<file path="src/hw/gate_ilk_pkg.sv">
// Constants shared by the inverter gate interlock device end and its controller end.
// Assumes a single 100 MHz clock common to both ends.
package gate_ilk_pkg;

  localparam int unsigned CLK_MHZ          = 100;
  localparam int unsigned PHASES           = 3;
  // Shortest command pulse honoured, in microseconds
  localparam int unsigned MIN_PULSE_US     = 1;
  localparam int unsigned MIN_PULSE_CYC    = MIN_PULSE_US * CLK_MHZ;
  // Fault clear timeout, milliseconds
  localparam int unsigned FAULT_CLEAR_MS   = 6;
  localparam int unsigned FAULT_CLEAR_CYC  = FAULT_CLEAR_MS * 1000 * CLK_MHZ;
  // Overcurrent blanking, microseconds
  localparam int unsigned OC_BLANK_US      = 3;
  localparam int unsigned OC_BLANK_CYC     = OC_BLANK_US * CLK_MHZ;
  // Host dead time between the two commands of a phase, microseconds
  localparam int unsigned DEAD_TIME_US     = 2;
  localparam int unsigned DEAD_TIME_CYC    = DEAD_TIME_US * CLK_MHZ;
  localparam int unsigned CNT_W            = 20;

  typedef enum logic [1:0] {
    FLT_IDLE  = 2'b00,
    FLT_ACTIVE = 2'b01,
    FLT_WAIT  = 2'b11
  } fault_state_e;

endpackage : gate_ilk_pkg

</file>
<file path="src/hw/gate_ilk_if.sv">
// Interface joining the controller end and the inverter device end.
// The testbench resolves the open-drain enable/fault line from the enables.
`timescale 1ns/1ps
`default_nettype none
interface gate_ilk_if;
  // Active-low commands, bit 0..2 = phase U, V, W
  logic [2:0] upper_cmd_n;
  logic [2:0] lower_cmd_n;
  // Command pin drive enables; low means the pin floats and reads inactive
  logic [2:0] upper_cmd_oe;
  logic [2:0] lower_cmd_oe;
  // Open-drain enable/fault line: each party may only pull low
  logic       host_line_oe;
  logic       dev_line_oe;
  logic       enable_fault_line_n;

  modport host (
    output upper_cmd_n, lower_cmd_n, upper_cmd_oe, lower_cmd_oe, host_line_oe,
    input  enable_fault_line_n
  );
  modport dev (
    input  upper_cmd_n, lower_cmd_n, upper_cmd_oe, lower_cmd_oe,
    output dev_line_oe,
    input  enable_fault_line_n
  );
endinterface : gate_ilk_if
`default_nettype wire

</file>
<file path="src/hw/gate_ilk_dev.sv">
// Device end: input filtering, cross-conduction interlock and fault line control.
// Assumes pins are asynchronous to CLOCK_I and protection sensors are raw levels.
// The enable/fault line arrives already resolved from both open-drain pulls.
`timescale 1ns/1ps
`default_nettype none
module gate_ilk_dev
  import gate_ilk_pkg::*;
#(
  parameter int unsigned FAULT_CLEAR_CYCLES = FAULT_CLEAR_CYC
) (
  // Clock and reset
  input  wire logic       CLOCK_I,
  input  wire logic       RST_N_I,
  // Link
  gate_ilk_if.dev         link,
  // Protection sensors
  input  wire logic       OVERCURRENT_I,
  input  wire logic       LOWER_SUPPLY_UV_I,
  input  wire logic [2:0] UPPER_SUPPLY_UV_I,
  // Gate drives, active high
  output logic      [2:0] UPPER_GATE_O,
  output logic      [2:0] LOWER_GATE_O,
  output logic            FAULT_O
);

  // ==========================================================
  // Synchronisers
  // Commands, enables, sensors and the shared line all pass two flops;
  // the pull-up of a floating command is applied only after them.
  localparam logic [17:0] PIN_IDLE = 18'h1003f;

  logic [17:0] s1, s2;
  logic [17:0] pin_in;

  always_comb begin
    pin_in = {UPPER_SUPPLY_UV_I, LOWER_SUPPLY_UV_I, OVERCURRENT_I,
              link.enable_fault_line_n,
              link.upper_cmd_oe, link.lower_cmd_oe,
              link.upper_cmd_n, link.lower_cmd_n};
  end

  always_ff @(posedge CLOCK_I or negedge RST_N_I) begin
    if (!RST_N_I) begin
      s1 <= PIN_IDLE;
      s2 <= PIN_IDLE;
    end else begin
      s1 <= pin_in;
      s2 <= s1;
    end
  end

  logic [2:0] up_n_s;
  logic [2:0] lo_n_s;
  logic [2:0] up_oe_s;
  logic [2:0] lo_oe_s;
  logic [2:0] uuv_s;
  logic       line_s;
  logic       oc_s;
  logic       luv_s;
  logic [5:0] cmd_s;

  always_comb begin
    {uuv_s, luv_s, oc_s, line_s, up_oe_s, lo_oe_s, up_n_s, lo_n_s} = s2;
    // Bit 3..5 upper U V W, bit 0..2 lower; a floating pin reads inactive
    cmd_s = {up_n_s | ~up_oe_s, lo_n_s | ~lo_oe_s};
  end

  // ==========================================================
  // Short pulse rejection: a level change counts once stable 1 us
  // Every command edge is delayed by the filter time; in return no
  // glitch shorter than that can ever reach a gate.
  wire logic [5:0] flt;

  for (genvar i = 0; i < 6; i++) begin : g_filt
    logic [7:0] pcnt;
    logic [7:0] next_pcnt;
    logic       lvl;
    logic       next_lvl;

    always_comb begin
      next_pcnt = 8'h00;
      next_lvl  = lvl;
      if (cmd_s[i] != lvl) begin
        if (pcnt == 8'(MIN_PULSE_CYC - 1)) begin
          next_lvl = cmd_s[i];
        end else begin
          next_pcnt = pcnt + 8'h01;
        end
      end
    end

    always_ff @(posedge CLOCK_I or negedge RST_N_I) begin
      if (!RST_N_I) begin
        lvl  <= 1'b1;
        pcnt <= 8'h00;
      end else begin
        lvl  <= next_lvl;
        pcnt <= next_pcnt;
      end
    end

    assign flt[i] = lvl;
  end

  // ==========================================================
  // Overcurrent blanking: trip only after a sustained excess
  // Any gap in the excess restarts the count, so a train of short
  // current spikes never trips however long it lasts.
  logic [8:0] ocnt, next_ocnt;
  logic       oc_trip, next_oc_trip;

  always_comb begin
    next_ocnt    = oc_s ? ocnt : 9'h000;
    next_oc_trip = 1'b0;
    if (oc_s) begin
      if (ocnt == 9'(OC_BLANK_CYC - 1)) next_oc_trip = 1'b1;
      else next_ocnt = ocnt + 9'h001;
    end
  end

  always_ff @(posedge CLOCK_I or negedge RST_N_I) begin
    if (!RST_N_I) begin
      ocnt    <= 9'h000;
      oc_trip <= 1'b0;
    end else begin
      ocnt    <= next_ocnt;
      oc_trip <= next_oc_trip;
    end
  end

  // ==========================================================
  // Fault state: held while cause stands and for at least the clear time from entry
  fault_state_e   fst, next_fst;
  logic [CNT_W-1:0] fcnt, next_fcnt;
  logic           cause;

  always_comb begin
    // Lower supply undervoltage holds the fault for as long as it lasts;
    // upper supply undervoltage never reaches the fault line
    cause     = oc_trip | luv_s;
    next_fst  = fst;
    next_fcnt = fcnt;
    case (fst)
      FLT_IDLE: begin
        if (cause) begin
          next_fst  = FLT_ACTIVE;
          next_fcnt = '0;
        end
      end
      FLT_ACTIVE, FLT_WAIT: begin
        // Timer runs from fault entry; release needs cause gone too
        if (fcnt != CNT_W'(FAULT_CLEAR_CYCLES - 1)) next_fcnt = fcnt + 1'b1;
        next_fst = cause ? FLT_ACTIVE : FLT_WAIT;
        if (!cause && fcnt == CNT_W'(FAULT_CLEAR_CYCLES - 1)) begin
          next_fst = FLT_IDLE;
        end
      end
      default: next_fst = FLT_ACTIVE;
    endcase
  end

  always_ff @(posedge CLOCK_I or negedge RST_N_I) begin
    if (!RST_N_I) begin
      fst  <= FLT_IDLE;
      fcnt <= '0;
    end else begin
      fst  <= next_fst;
      fcnt <= next_fcnt;
    end
  end

  // ==========================================================
  // Gate outputs and open-drain drive
  logic [2:0] next_up_g, next_lo_g, both_on;
  logic       next_flt_o, run;

  always_comb begin
    next_flt_o = (fst != FLT_IDLE) | cause;
    // Line sampled low by others disables; own pull-down also reads low
    run        = line_s & ~next_flt_o;
    // Overlapping commands blank the phase rather than pick a side, so a
    // host that breaks its dead time still cannot short the bridge leg
    both_on    = ~flt[5:3] & ~flt[2:0];
    for (int p = 0; p < PHASES; p++) begin
      next_up_g[p] = 1'b0;
      next_lo_g[p] = 1'b0;
      if (run && !both_on[p]) begin
        next_up_g[p] = ~flt[3+p] & ~uuv_s[p];
        next_lo_g[p] = ~flt[p] & ~uuv_s[p];
      end
    end
  end

  always_ff @(posedge CLOCK_I or negedge RST_N_I) begin
    if (!RST_N_I) begin
      UPPER_GATE_O     <= 3'h0;
      LOWER_GATE_O     <= 3'h0;
      FAULT_O          <= 1'b0;
      link.dev_line_oe <= 1'b0;
    end else begin
      UPPER_GATE_O     <= next_up_g;
      LOWER_GATE_O     <= next_lo_g;
      FAULT_O          <= next_flt_o;
      link.dev_line_oe <= next_flt_o;
    end
  end

endmodule : gate_ilk_dev
`default_nettype wire

</file>
<file path="src/flat_wrapper.sv">
// flat-port wrapper written by rule: the top's interface ports become plain ports
module gate_ilk_dev_flat import gate_ilk_pkg::*;
#(
  parameter int unsigned FAULT_CLEAR_CYCLES = FAULT_CLEAR_CYC
)
  (CLOCK_I, RST_N_I, OVERCURRENT_I, LOWER_SUPPLY_UV_I, UPPER_SUPPLY_UV_I, UPPER_GATE_O, LOWER_GATE_O, FAULT_O, link_upper_cmd_n, link_lower_cmd_n, link_upper_cmd_oe, link_lower_cmd_oe, link_dev_line_oe, link_enable_fault_line_n);
  gate_ilk_if link_i ();
  input  wire logic CLOCK_I;
  input  wire logic RST_N_I;
  input  wire logic OVERCURRENT_I;
  input  wire logic LOWER_SUPPLY_UV_I;
  input  wire logic [2:0] UPPER_SUPPLY_UV_I;
  output logic      [2:0] UPPER_GATE_O;
  output logic      [2:0] LOWER_GATE_O;
  output logic FAULT_O;
  input wire logic [$bits(link_i.upper_cmd_n)-1:0] link_upper_cmd_n;
  input wire logic [$bits(link_i.lower_cmd_n)-1:0] link_lower_cmd_n;
  input wire logic [$bits(link_i.upper_cmd_oe)-1:0] link_upper_cmd_oe;
  input wire logic [$bits(link_i.lower_cmd_oe)-1:0] link_lower_cmd_oe;
  output wire logic [$bits(link_i.dev_line_oe)-1:0] link_dev_line_oe;
  input wire logic [$bits(link_i.enable_fault_line_n)-1:0] link_enable_fault_line_n;
  assign link_i.upper_cmd_n = link_upper_cmd_n;
  assign link_i.lower_cmd_n = link_lower_cmd_n;
  assign link_i.upper_cmd_oe = link_upper_cmd_oe;
  assign link_i.lower_cmd_oe = link_lower_cmd_oe;
  assign link_dev_line_oe = link_i.dev_line_oe;
  assign link_i.enable_fault_line_n = link_enable_fault_line_n;
  gate_ilk_dev #(.FAULT_CLEAR_CYCLES(FAULT_CLEAR_CYCLES)) u_core (.CLOCK_I(CLOCK_I), .RST_N_I(RST_N_I), .link(link_i), .OVERCURRENT_I(OVERCURRENT_I), .LOWER_SUPPLY_UV_I(LOWER_SUPPLY_UV_I), .UPPER_SUPPLY_UV_I(UPPER_SUPPLY_UV_I), .UPPER_GATE_O(UPPER_GATE_O), .LOWER_GATE_O(LOWER_GATE_O), .FAULT_O(FAULT_O));
endmodule
</file>
<file path="config.mk">
export PLATFORM = sky130hd
export DESIGN_NAME = gate_ilk_dev_flat
export DESIGN_NICKNAME = d
export VERILOG_FILES = /design/src/hw/gate_ilk_pkg.sv /design/src/hw/gate_ilk_if.sv /design/src/hw/gate_ilk_dev.sv /design/src/flat_wrapper.sv
export SDC_FILE = /design/constraint.sdc
export NUM_CORES = 1
export LEC_CHECK = 0
export ABC_AREA = 1
export ABC_CLOCK_PERIOD_IN_PS = 2400
export BUFFER_PORTS_ARGS = -buffer_cell sky130_fd_sc_hd__buf_2
export CELL_PAD_IN_SITES_DETAIL_PLACEMENT = 0
export CELL_PAD_IN_SITES_GLOBAL_PLACEMENT = 1
export CORE_AREA = 5 5 118 120
export DETAILED_ROUTE_END_ITERATION = 7
export DIE_AREA = 0 0 123 125
export PLACE_DENSITY_LB_ADDON = 0.3
export SYNTH_ARGS = -nofsm -noshare
export SYNTH_HDL_FRONTEND = slang
export SYNTH_SLANG_ARGS = --single-unit
</file>
<file path="constraint.sdc">
create_clock -name CLOCK_I -period 2.4 [get_ports CLOCK_I]
set_clock_uncertainty 0.1 [all_clocks]
set_input_delay 0.12 -clock CLOCK_I [delete_from_list [all_inputs] [get_ports CLOCK_I]]
set_output_delay 0.12 -clock CLOCK_I [all_outputs]
set_load 0.005 [all_outputs]
</file>
==> results.yml, run 1 <==
cts:
  numCtsBuffers: 17
  path_clk_slew_ns: 0.06
  clock-sinks: 129
  clock_tree.root_cell: "clkbuf_16"
  post_cts_resized: 0
  cts_tree: "yes"
  clkLatencyLatePin_ns: 0.41
  clk_path_buf_depth: 2
  htreeDepth: 4
logic_synthesis:
  async_flop_share_pct: 100
  seq_area_frac_synth_pct: 58.5
  synth_ff_type: "dfrtp_1"
  yosys-top-cells-count: "nand2_1 (125), dfrtp_1 (109), nor2_1 (92)"
  synth-edff-count: 0
  yosysMostFrequentCell: "nand2_1"
  yosys_register_bits: 129
  synth_compound_area_share_pct: 5.09
  synth_top_area_cell: "dfrtp_1"
  synth_area_leaders: "dfrtp_1 (49%), dfstp_2 (9.5%), nand2_1 (8.4%)"
  mappedNetlistArea_sq_um: 5560
  post_synth_and_or_nand_nor_area_fraction_pct: 24.7
  synth.distinct_cells: 31
  synth_top_area_share_pct: 49.1
  yosys_warnings: 0
  synth-adder-area-share_pct: 1.80
  synthXorXnorAreaFrac_pct: 3.94
  syn-num-nets: 637
  synth_mux_area_share_pct: 0
  synth.avg_cell_area_sq_um: 9.13
  synth_top_family_by_area: "simple AND/OR/NAND/NOR gates"
  synth_cells: 609
final_layout:
  drive_above_1_share_pct: 13.9
  multi_input_area_sq_um: 1980
  n_antenna_cell: 0
  nNetsFinal: 699
  n_fill_cell: 1169
  regArea_sq_um: 3250
  areaGrowthSynthToFinish_pct: 21.2
critical_path:
  critPathArrivalTime_ns: 2.18
  crit-reg2reg-launch: "u_core.fcnt[0]"
  ff2ff_path_depth: 7
  critPathSlowestCell: "dfrtp_1"
  cp_max_fo: 16
  endpoint_kind: "flop"
  worst-setup-path-type: "flop to flop"
  max_stage_delay_ns: 0.44
  crit_cells: 7
  r2r_end: "u_core.fcnt[14]"
  setup.worst_path.end: "u_core.fcnt[14]"
  cpLargestDelayFamily: "simple AND/OR/NAND/NOR gates"
  cp_cell_sequence: "ha_1, nand3_2, nor2_2, nand3_2, a21oi_4, nand2_1, o21ai_0"
  critPathMostFrequentCell: "nand3_2"
  path_buf_inv: 0
  r2r_slack_ns: 0.45
  crit_start: "u_core.fcnt[0]"
  cp.required_ns: 2.63
  worstSetupStartpointType: "flop"
drt:
  drc: 0
  antenna_left: 0
  dr.first_iter.drc_count: 284
  dr_total_vias: 4002
  avgRoutedWirePerCell_um: 11.8
  viasPerCell: 4.65
  wirelength_um: 10100
  drt_first_pass_iters: 4
placed_design:
  io_buffers: 27
  dp_hpwl_um: 7070
  routabilityCongestion: 0.805
global_route:
  grt-ovfl-total: 0
  grtUsageTotal_pct: 14.8
  antenna_found_initial: 0
  grt_max_degree: 48
  grt_pass1_wl_um: 18200
  grt_pass1_vias: 3967
floorplan:
  start_util_pct: 43.2
  core_area_sq_um: 12900
  die_h_um: 125
  pin_count: 28
  die_x_um: 123
  dieArea_sq_um: 15400
  placementRows: 42
sta:
  rsz0062_at_grt: "no"
  setup-tns-final_ns: 0
  finalSetupViolCount: 0
  worst_slew_pin_slew_ns: 0.613
  relSlewSlack_pct: 59.1
  period_share_pct: 81.3
  clock.fmax_mhz: 512
  hold_viol_final: 0
  layout_min_cycle_time_ns: 1.95
  drv_slew: 0
power:
  finalPower_w: 0.00607
  power.share.combinational_pct: 12.0
  peakVddDrop_mv: 0.517
  power_density_nw_per_um2: 901
  swShare_pct: 25.4
  p_clk_share_pct: 45.0
  p_switching_w: 0.00154
  p_int_w: 0.00453
  seqPwrFrac_pct: 43.0
  power_leakage_nw: 3.12
run_status:
  status: "finished clean"
min_path:
  min_path_type: "primary input to asynchronous set/reset pin"
run:
  maxCapViolations: 0
[power groups by stage]
stage	combinational, W	sequential [W]	clock [W]
2_1_floorplan	0.000546	0.00260	0
4_1_cts	0.000742	0.00261	0.00280
6_report	0.000728	0.00261	0.00273
3_5_place_dp	0.000712	0.00265	0
5_1_grt	0.000859	0.00265	0.00291
3_3_place_gp	0.000696	0.00264	0
[per-stage QoR]
step / util [%] / cell area, sq um / worst slack [ns] / hold WS (ns) / std cells
floorplan: - / 5560 / 0.702 / -0.276 / 609
global placement: 45.9 / 5910 / 0.491 / 0.0670 / 809
detailed placement: 45.9 / 5910 / 0.411 / 0.0752 / 809
CTS: 52.3 / 6740 / 0.420 / 0.173 / 860
global route: 52.3 / 6740 / 0.210 / 0.223 / 860
finish: 52.3 / 6740 / 0.448 / 0.172 / 860
[worst min path at each step]
stage / startpoint / endpoint / cells after the start / slack [ns]
CTS: RST_N_I / u_core.s1[9] / 2 / 0.17
global route: RST_N_I / u_core.s1[9] / 2 / 0.22
finish: RST_N_I / u_core.s1[9] / 2 / 0.17
global placement: RST_N_I / u_core.g_filt[3].pcnt[7] / 1 / 0.07
detailed placement: RST_N_I / u_core.s2[9] / 1 / 0.08
floorplan: RST_N_I / u_core.LOWER_GATE_O[0] / 0 / -0.28
[layer usage]
layer,up-vias,track usage (%),share of wire [%]
met5,-,0,0
met4,0,4.69,1.3
met3,10,4.52,4.4
met2,59,22.2,45
met1,1867,20.5,49
li1,2066,-,-
[cell families after synthesis]
family                   count (synthesis)
adder cells (fa/ha/maj)                  8
flip-flops                             129
buffers and inverters                   81
AO/OA/AOI/OAI                           51
XOR/XNOR                                25
AND/OR/NAND/NOR                        315
[flip-flops by register name, summed over array words and instances, names as in the netlist]
register	count
u_core.g_filt.pcnt	48
u_core.fcnt	20
u_core.s1	18
u_core.s2	18
u_core.ocnt	9
u_core.g_filt.lvl	6
u_core.LOWER_GATE_O	3
u_core.UPPER_GATE_O	3
u_core.fst	2
u_core.link.dev_line_oe	1
u_core.oc_trip	1
[timing repair]
| action | in CTS | in global routing |
|---|---|---|
| hold buffers | 19 | 0 |
| hold endpoints to repair | 57 | 0 |
| buffers inserted | 0 | 0 |
[worst register-to-register path, stage by stage (launching register included)]
cell and delay (ns):
dfrtp_1 0.44, ha_1 0.31, nand3_2 0.16, nor2_2 0.14
nand3_2 0.14, a21oi_4 0.41, nand2_1 0.10, o21ai_0 0.09
[layout by cell type (no fill, tap or decap), types with 2 or more instances in the layout]
cell type / count
nor3_1: 20
nand3_2: 2
buf_12: 2
nand3b_1: 2
o21ai_2: 3
clkinvlp_4: 3
nor3b_1: 8
clkbuf_8: 2
nand4_1: 7
nand2_1: 125
nor4_1: 9
a21oi_1: 17
dfstp_2: 20
nor2_1: 92
bufinv_16: 4
xor2_1: 18
clkbuf_16: 17
clkinv_4: 2
ha_1: 8
buf_2: 26
dlygate4sd3_1: 19
xnor2_1: 7
inv_1: 76
o21ai_0: 26
nand3_1: 40
dfrtp_1: 109
o22ai_1: 2
clkinv_2: 3
or2_2: 5
[layout make-up]
cell class	count	area share, %
repair buffers	48	5.46
multi-input cells	399	29.3
flip-flops and latches	129	48.3
well taps	176	3.27
clock buffers	19	6.72
inverters	76	4.23
clock inverters	13	2.73
(Power assumes the default switching activity.)
==> inputs of run 2 (changes only) <==
--- a/config.mk
+++ b/config.mk
@@ -6,7 +6,7 @@
 export NUM_CORES = 1
 export LEC_CHECK = 0
 export ABC_AREA = 1
-export ABC_CLOCK_PERIOD_IN_PS = 2400
+export ABC_CLOCK_PERIOD_IN_PS = 2000
 export BUFFER_PORTS_ARGS = -buffer_cell sky130_fd_sc_hd__buf_2
 export CELL_PAD_IN_SITES_DETAIL_PLACEMENT = 0
 export CELL_PAD_IN_SITES_GLOBAL_PLACEMENT = 1
==> constraint.sdc (replaced) <==
create_clock -name CLOCK_I -period 2 [get_ports CLOCK_I]
set_clock_uncertainty 0.1 [all_clocks]
set_input_delay 0.1 -clock CLOCK_I [delete_from_list [all_inputs] [get_ports CLOCK_I]]
set_output_delay 0.1 -clock CLOCK_I [all_outputs]
set_load 0.005 [all_outputs]
==> run 2 against run 1 <==
Cell area is 0.30% higher. Highest routed layer unchanged. Count of clock-buffer cells in the layout is 3 higher. Sequential share of layout area is 0.14 points lower. Largest cell class unchanged. Largest power group is now sequential cells. Fmax is 11% higher. Critical endpoint is now u_core.fcnt[3]. First-iteration DRC count is 28% lower. Critical path type unchanged.
==> results.yml, run 2 (same netlist as run 1, synthesis figures left out) <==
run_status:
  status: "finished clean"
power:
  swShare_pct: 25.7
  power_density_nw_per_um2: 1050
  peakVddDrop_mv: 0.605
  p_clk_share_pct: 42.8
  power_leakage_nw: 3.14
  p_int_w: 0.00525
  power.share.combinational_pct: 12.9
  seqPwrFrac_pct: 44.3
  p_switching_w: 0.00182
drt:
  drt_first_pass_iters: 5
  dr_total_vias: 4090
  viasPerCell: 4.71
  top_layer_used: "met4"
  wl_met3_um: 461
  wirelength_um: 10500
  dr_wl_met2_um: 5020
  avgRoutedWirePerCell_um: 12.1
  drc: 0
  dr.first_iter.drc_count: 205
  antenna_left: 0
  wl_met1_um: 4860
placed_design:
  io_buffers: 27
  routabilityCongestion: 0.806
  dp_cells: 817
  dp_hpwl_um: 7530
final_layout:
  n_antenna_cell: 0
  final_util_pct: 52.5
  top_register: "u_core.g_filt.pcnt"
  areaGrowthSynthToFinish_pct: 21.6
  fin_cells: 868
  drive_above_1_share_pct: 14.9
  final_common_cell: "nand2_1"
  largest_reg_flops: 48
  final_cell_mix: "nand2_1 (125), dfrtp_1 (109), nor2_1 (92)"
  nNetsFinal: 707
  reg_top3: "u_core.g_filt.pcnt: 48 flops, u_core.fcnt: 20 flops"
floorplan:
  dieArea_sq_um: 15400
  die_x_um: 123
  die_h_um: 125
  core_area_sq_um: 12900
  start_util_pct: 43.2
  placementRows: 42
  pin_count: 28
sta:
  relSlewSlack_pct: 61.3
  hold_viol_final: 0
  worst_slew_pin_slew_ns: 0.581
  setup-tns-final_ns: 0
  drv_slew: 0
  finalSetupViolCount: 0
  clock.fmax_mhz: 570
  layout_min_cycle_time_ns: 1.76
  rsz0062_at_grt: "no"
  period_share_pct: 87.8
critical_path:
  worst-setup-path-type: "flop to flop"
  r2r_slack_ns: 0.24
  cp.required_ns: 2.19
  worstSetupStartpointType: "flop"
  ff2ff_path_depth: 8
  r2r_end: "u_core.fcnt[3]"
  cp_max_fo: 15
  setup.worst_path.end: "u_core.fcnt[3]"
  endpoint_kind: "flop"
  critPathArrivalTime_ns: 1.94
  crit-reg2reg-launch: "u_core.fcnt[1]"
  crit_start: "u_core.fcnt[1]"
min_path:
  min_path_type: "primary input to asynchronous set/reset pin"
cts:
  clk_path_buf_depth: 2
  cts_setup_buffers: 0
  clock-sinks: 129
  clock_tree.root_cell: "clkbuf_16"
  numCtsBuffers: 17
  clkLatencyLatePin_ns: 0.41
  path_clk_slew_ns: 0.05
  cts_tree: "yes"
  htreeDepth: 4
global_route:
  grt_pass1_vias: 4129
  grt_max_degree: 45
  antenna_found_initial: 0
  grt-ovfl-total: 0
  grtUsageTotal_pct: 15.0
  grt_pass1_wl_um: 18400
run:
  maxCapViolations: 0
run 2: cell count changes in the layout (fill, tap and decap cells not counted):
cell | before | now
bufinv_16 | 4 | 2
nor3_1 | 20 | 19
clkinv_2 | 3 | 5
nor3_2 | 0 | 1
buf_4 | 1 | 9
clkbuf_8 | 2 | 4
clkinv_4 | 2 | 0
inv_6 | 1 | 0
clkbuf_1 | 0 | 1
run 2: per-stage QoR:
stage	power [W]	hold slack (ns)	instance area, sq um	setup WS [ns]
global placement	0.00401	0.0385	5970	0.293
detailed placement	0.00405	0.0405	5970	0.245
finish	0.00707	0.124	6760	0.245
global route	0.00744	0.173	6760	0.0711
floorplan	0.00377	-0.296	5560	0.302
CTS	0.00714	0.128	6750	0.230
run 2: worst min path at each step:
stage	from	endpoint	slack [ns]	depth (start not counted)
after floorplan	RST_N_I	u_core.LOWER_GATE_O[0]	-0.30	0
after global placement	RST_N_I	u_core.g_filt[3].pcnt[5]	0.04	1
after detailed placement	RST_N_I	u_core.g_filt[3].pcnt[5]	0.04	1
after CTS	RST_N_I	u_core.g_filt[3].pcnt[4]	0.13	2
after global routing	RST_N_I	u_core.g_filt[3].pcnt[4]	0.17	2
final	RST_N_I	u_core.g_filt[3].pcnt[4]	0.12	2
run 2: metal layers:
metal  vias to the layer above  GRT usage (%)
li1                       2079              -
met1                      1916           18.8
met2                        77           24.1
met3                        18           4.83
met4                         0           5.99
met5                         -              0
run 2: what timing repair did:
item,4_1_cts,5_1_grt
gates resized for setup,0,1
hold endpoints to repair,60,0
hold buffers,19,0
endpoints found under the setup margin,0,1
run 2: area by class of cell:
cell class | count | area [sq um]
clock inverters | 10 | 108
fillers | 1162 | 6120
clock buffers | 22 | 484
well taps | 176 | 220
flip-flops and latches | 129 | 3250
inverters | 76 | 285
multi-input cells | 399 | 1980
repair buffers | 56 | 428
run 2: critical path: stages (launching register included):
cell and delay [ns]:
dfrtp_1 0.38, ha_1 0.20, nand3_2 0.15, nor2_2 0.14
nand3_2 0.13, nand2_1 0.12, nand2_2 0.21, nand2_1 0.11
o21ai_0 0.08
run 2: power by group through the flow:
| stage | Sequential (W) | Clock, W | Combinational (W) |
|---|---|---|---|
| floorplan | 0.00312 | 0 | 0.000655 |
| global placement | 0.00316 | 0 | 0.000851 |
| detailed placement | 0.00317 | 0 | 0.000878 |
| CTS | 0.00313 | 0.00309 | 0.000920 |
| global route | 0.00318 | 0.00321 | 0.00106 |
| finish | 0.00313 | 0.00303 | 0.000910 |
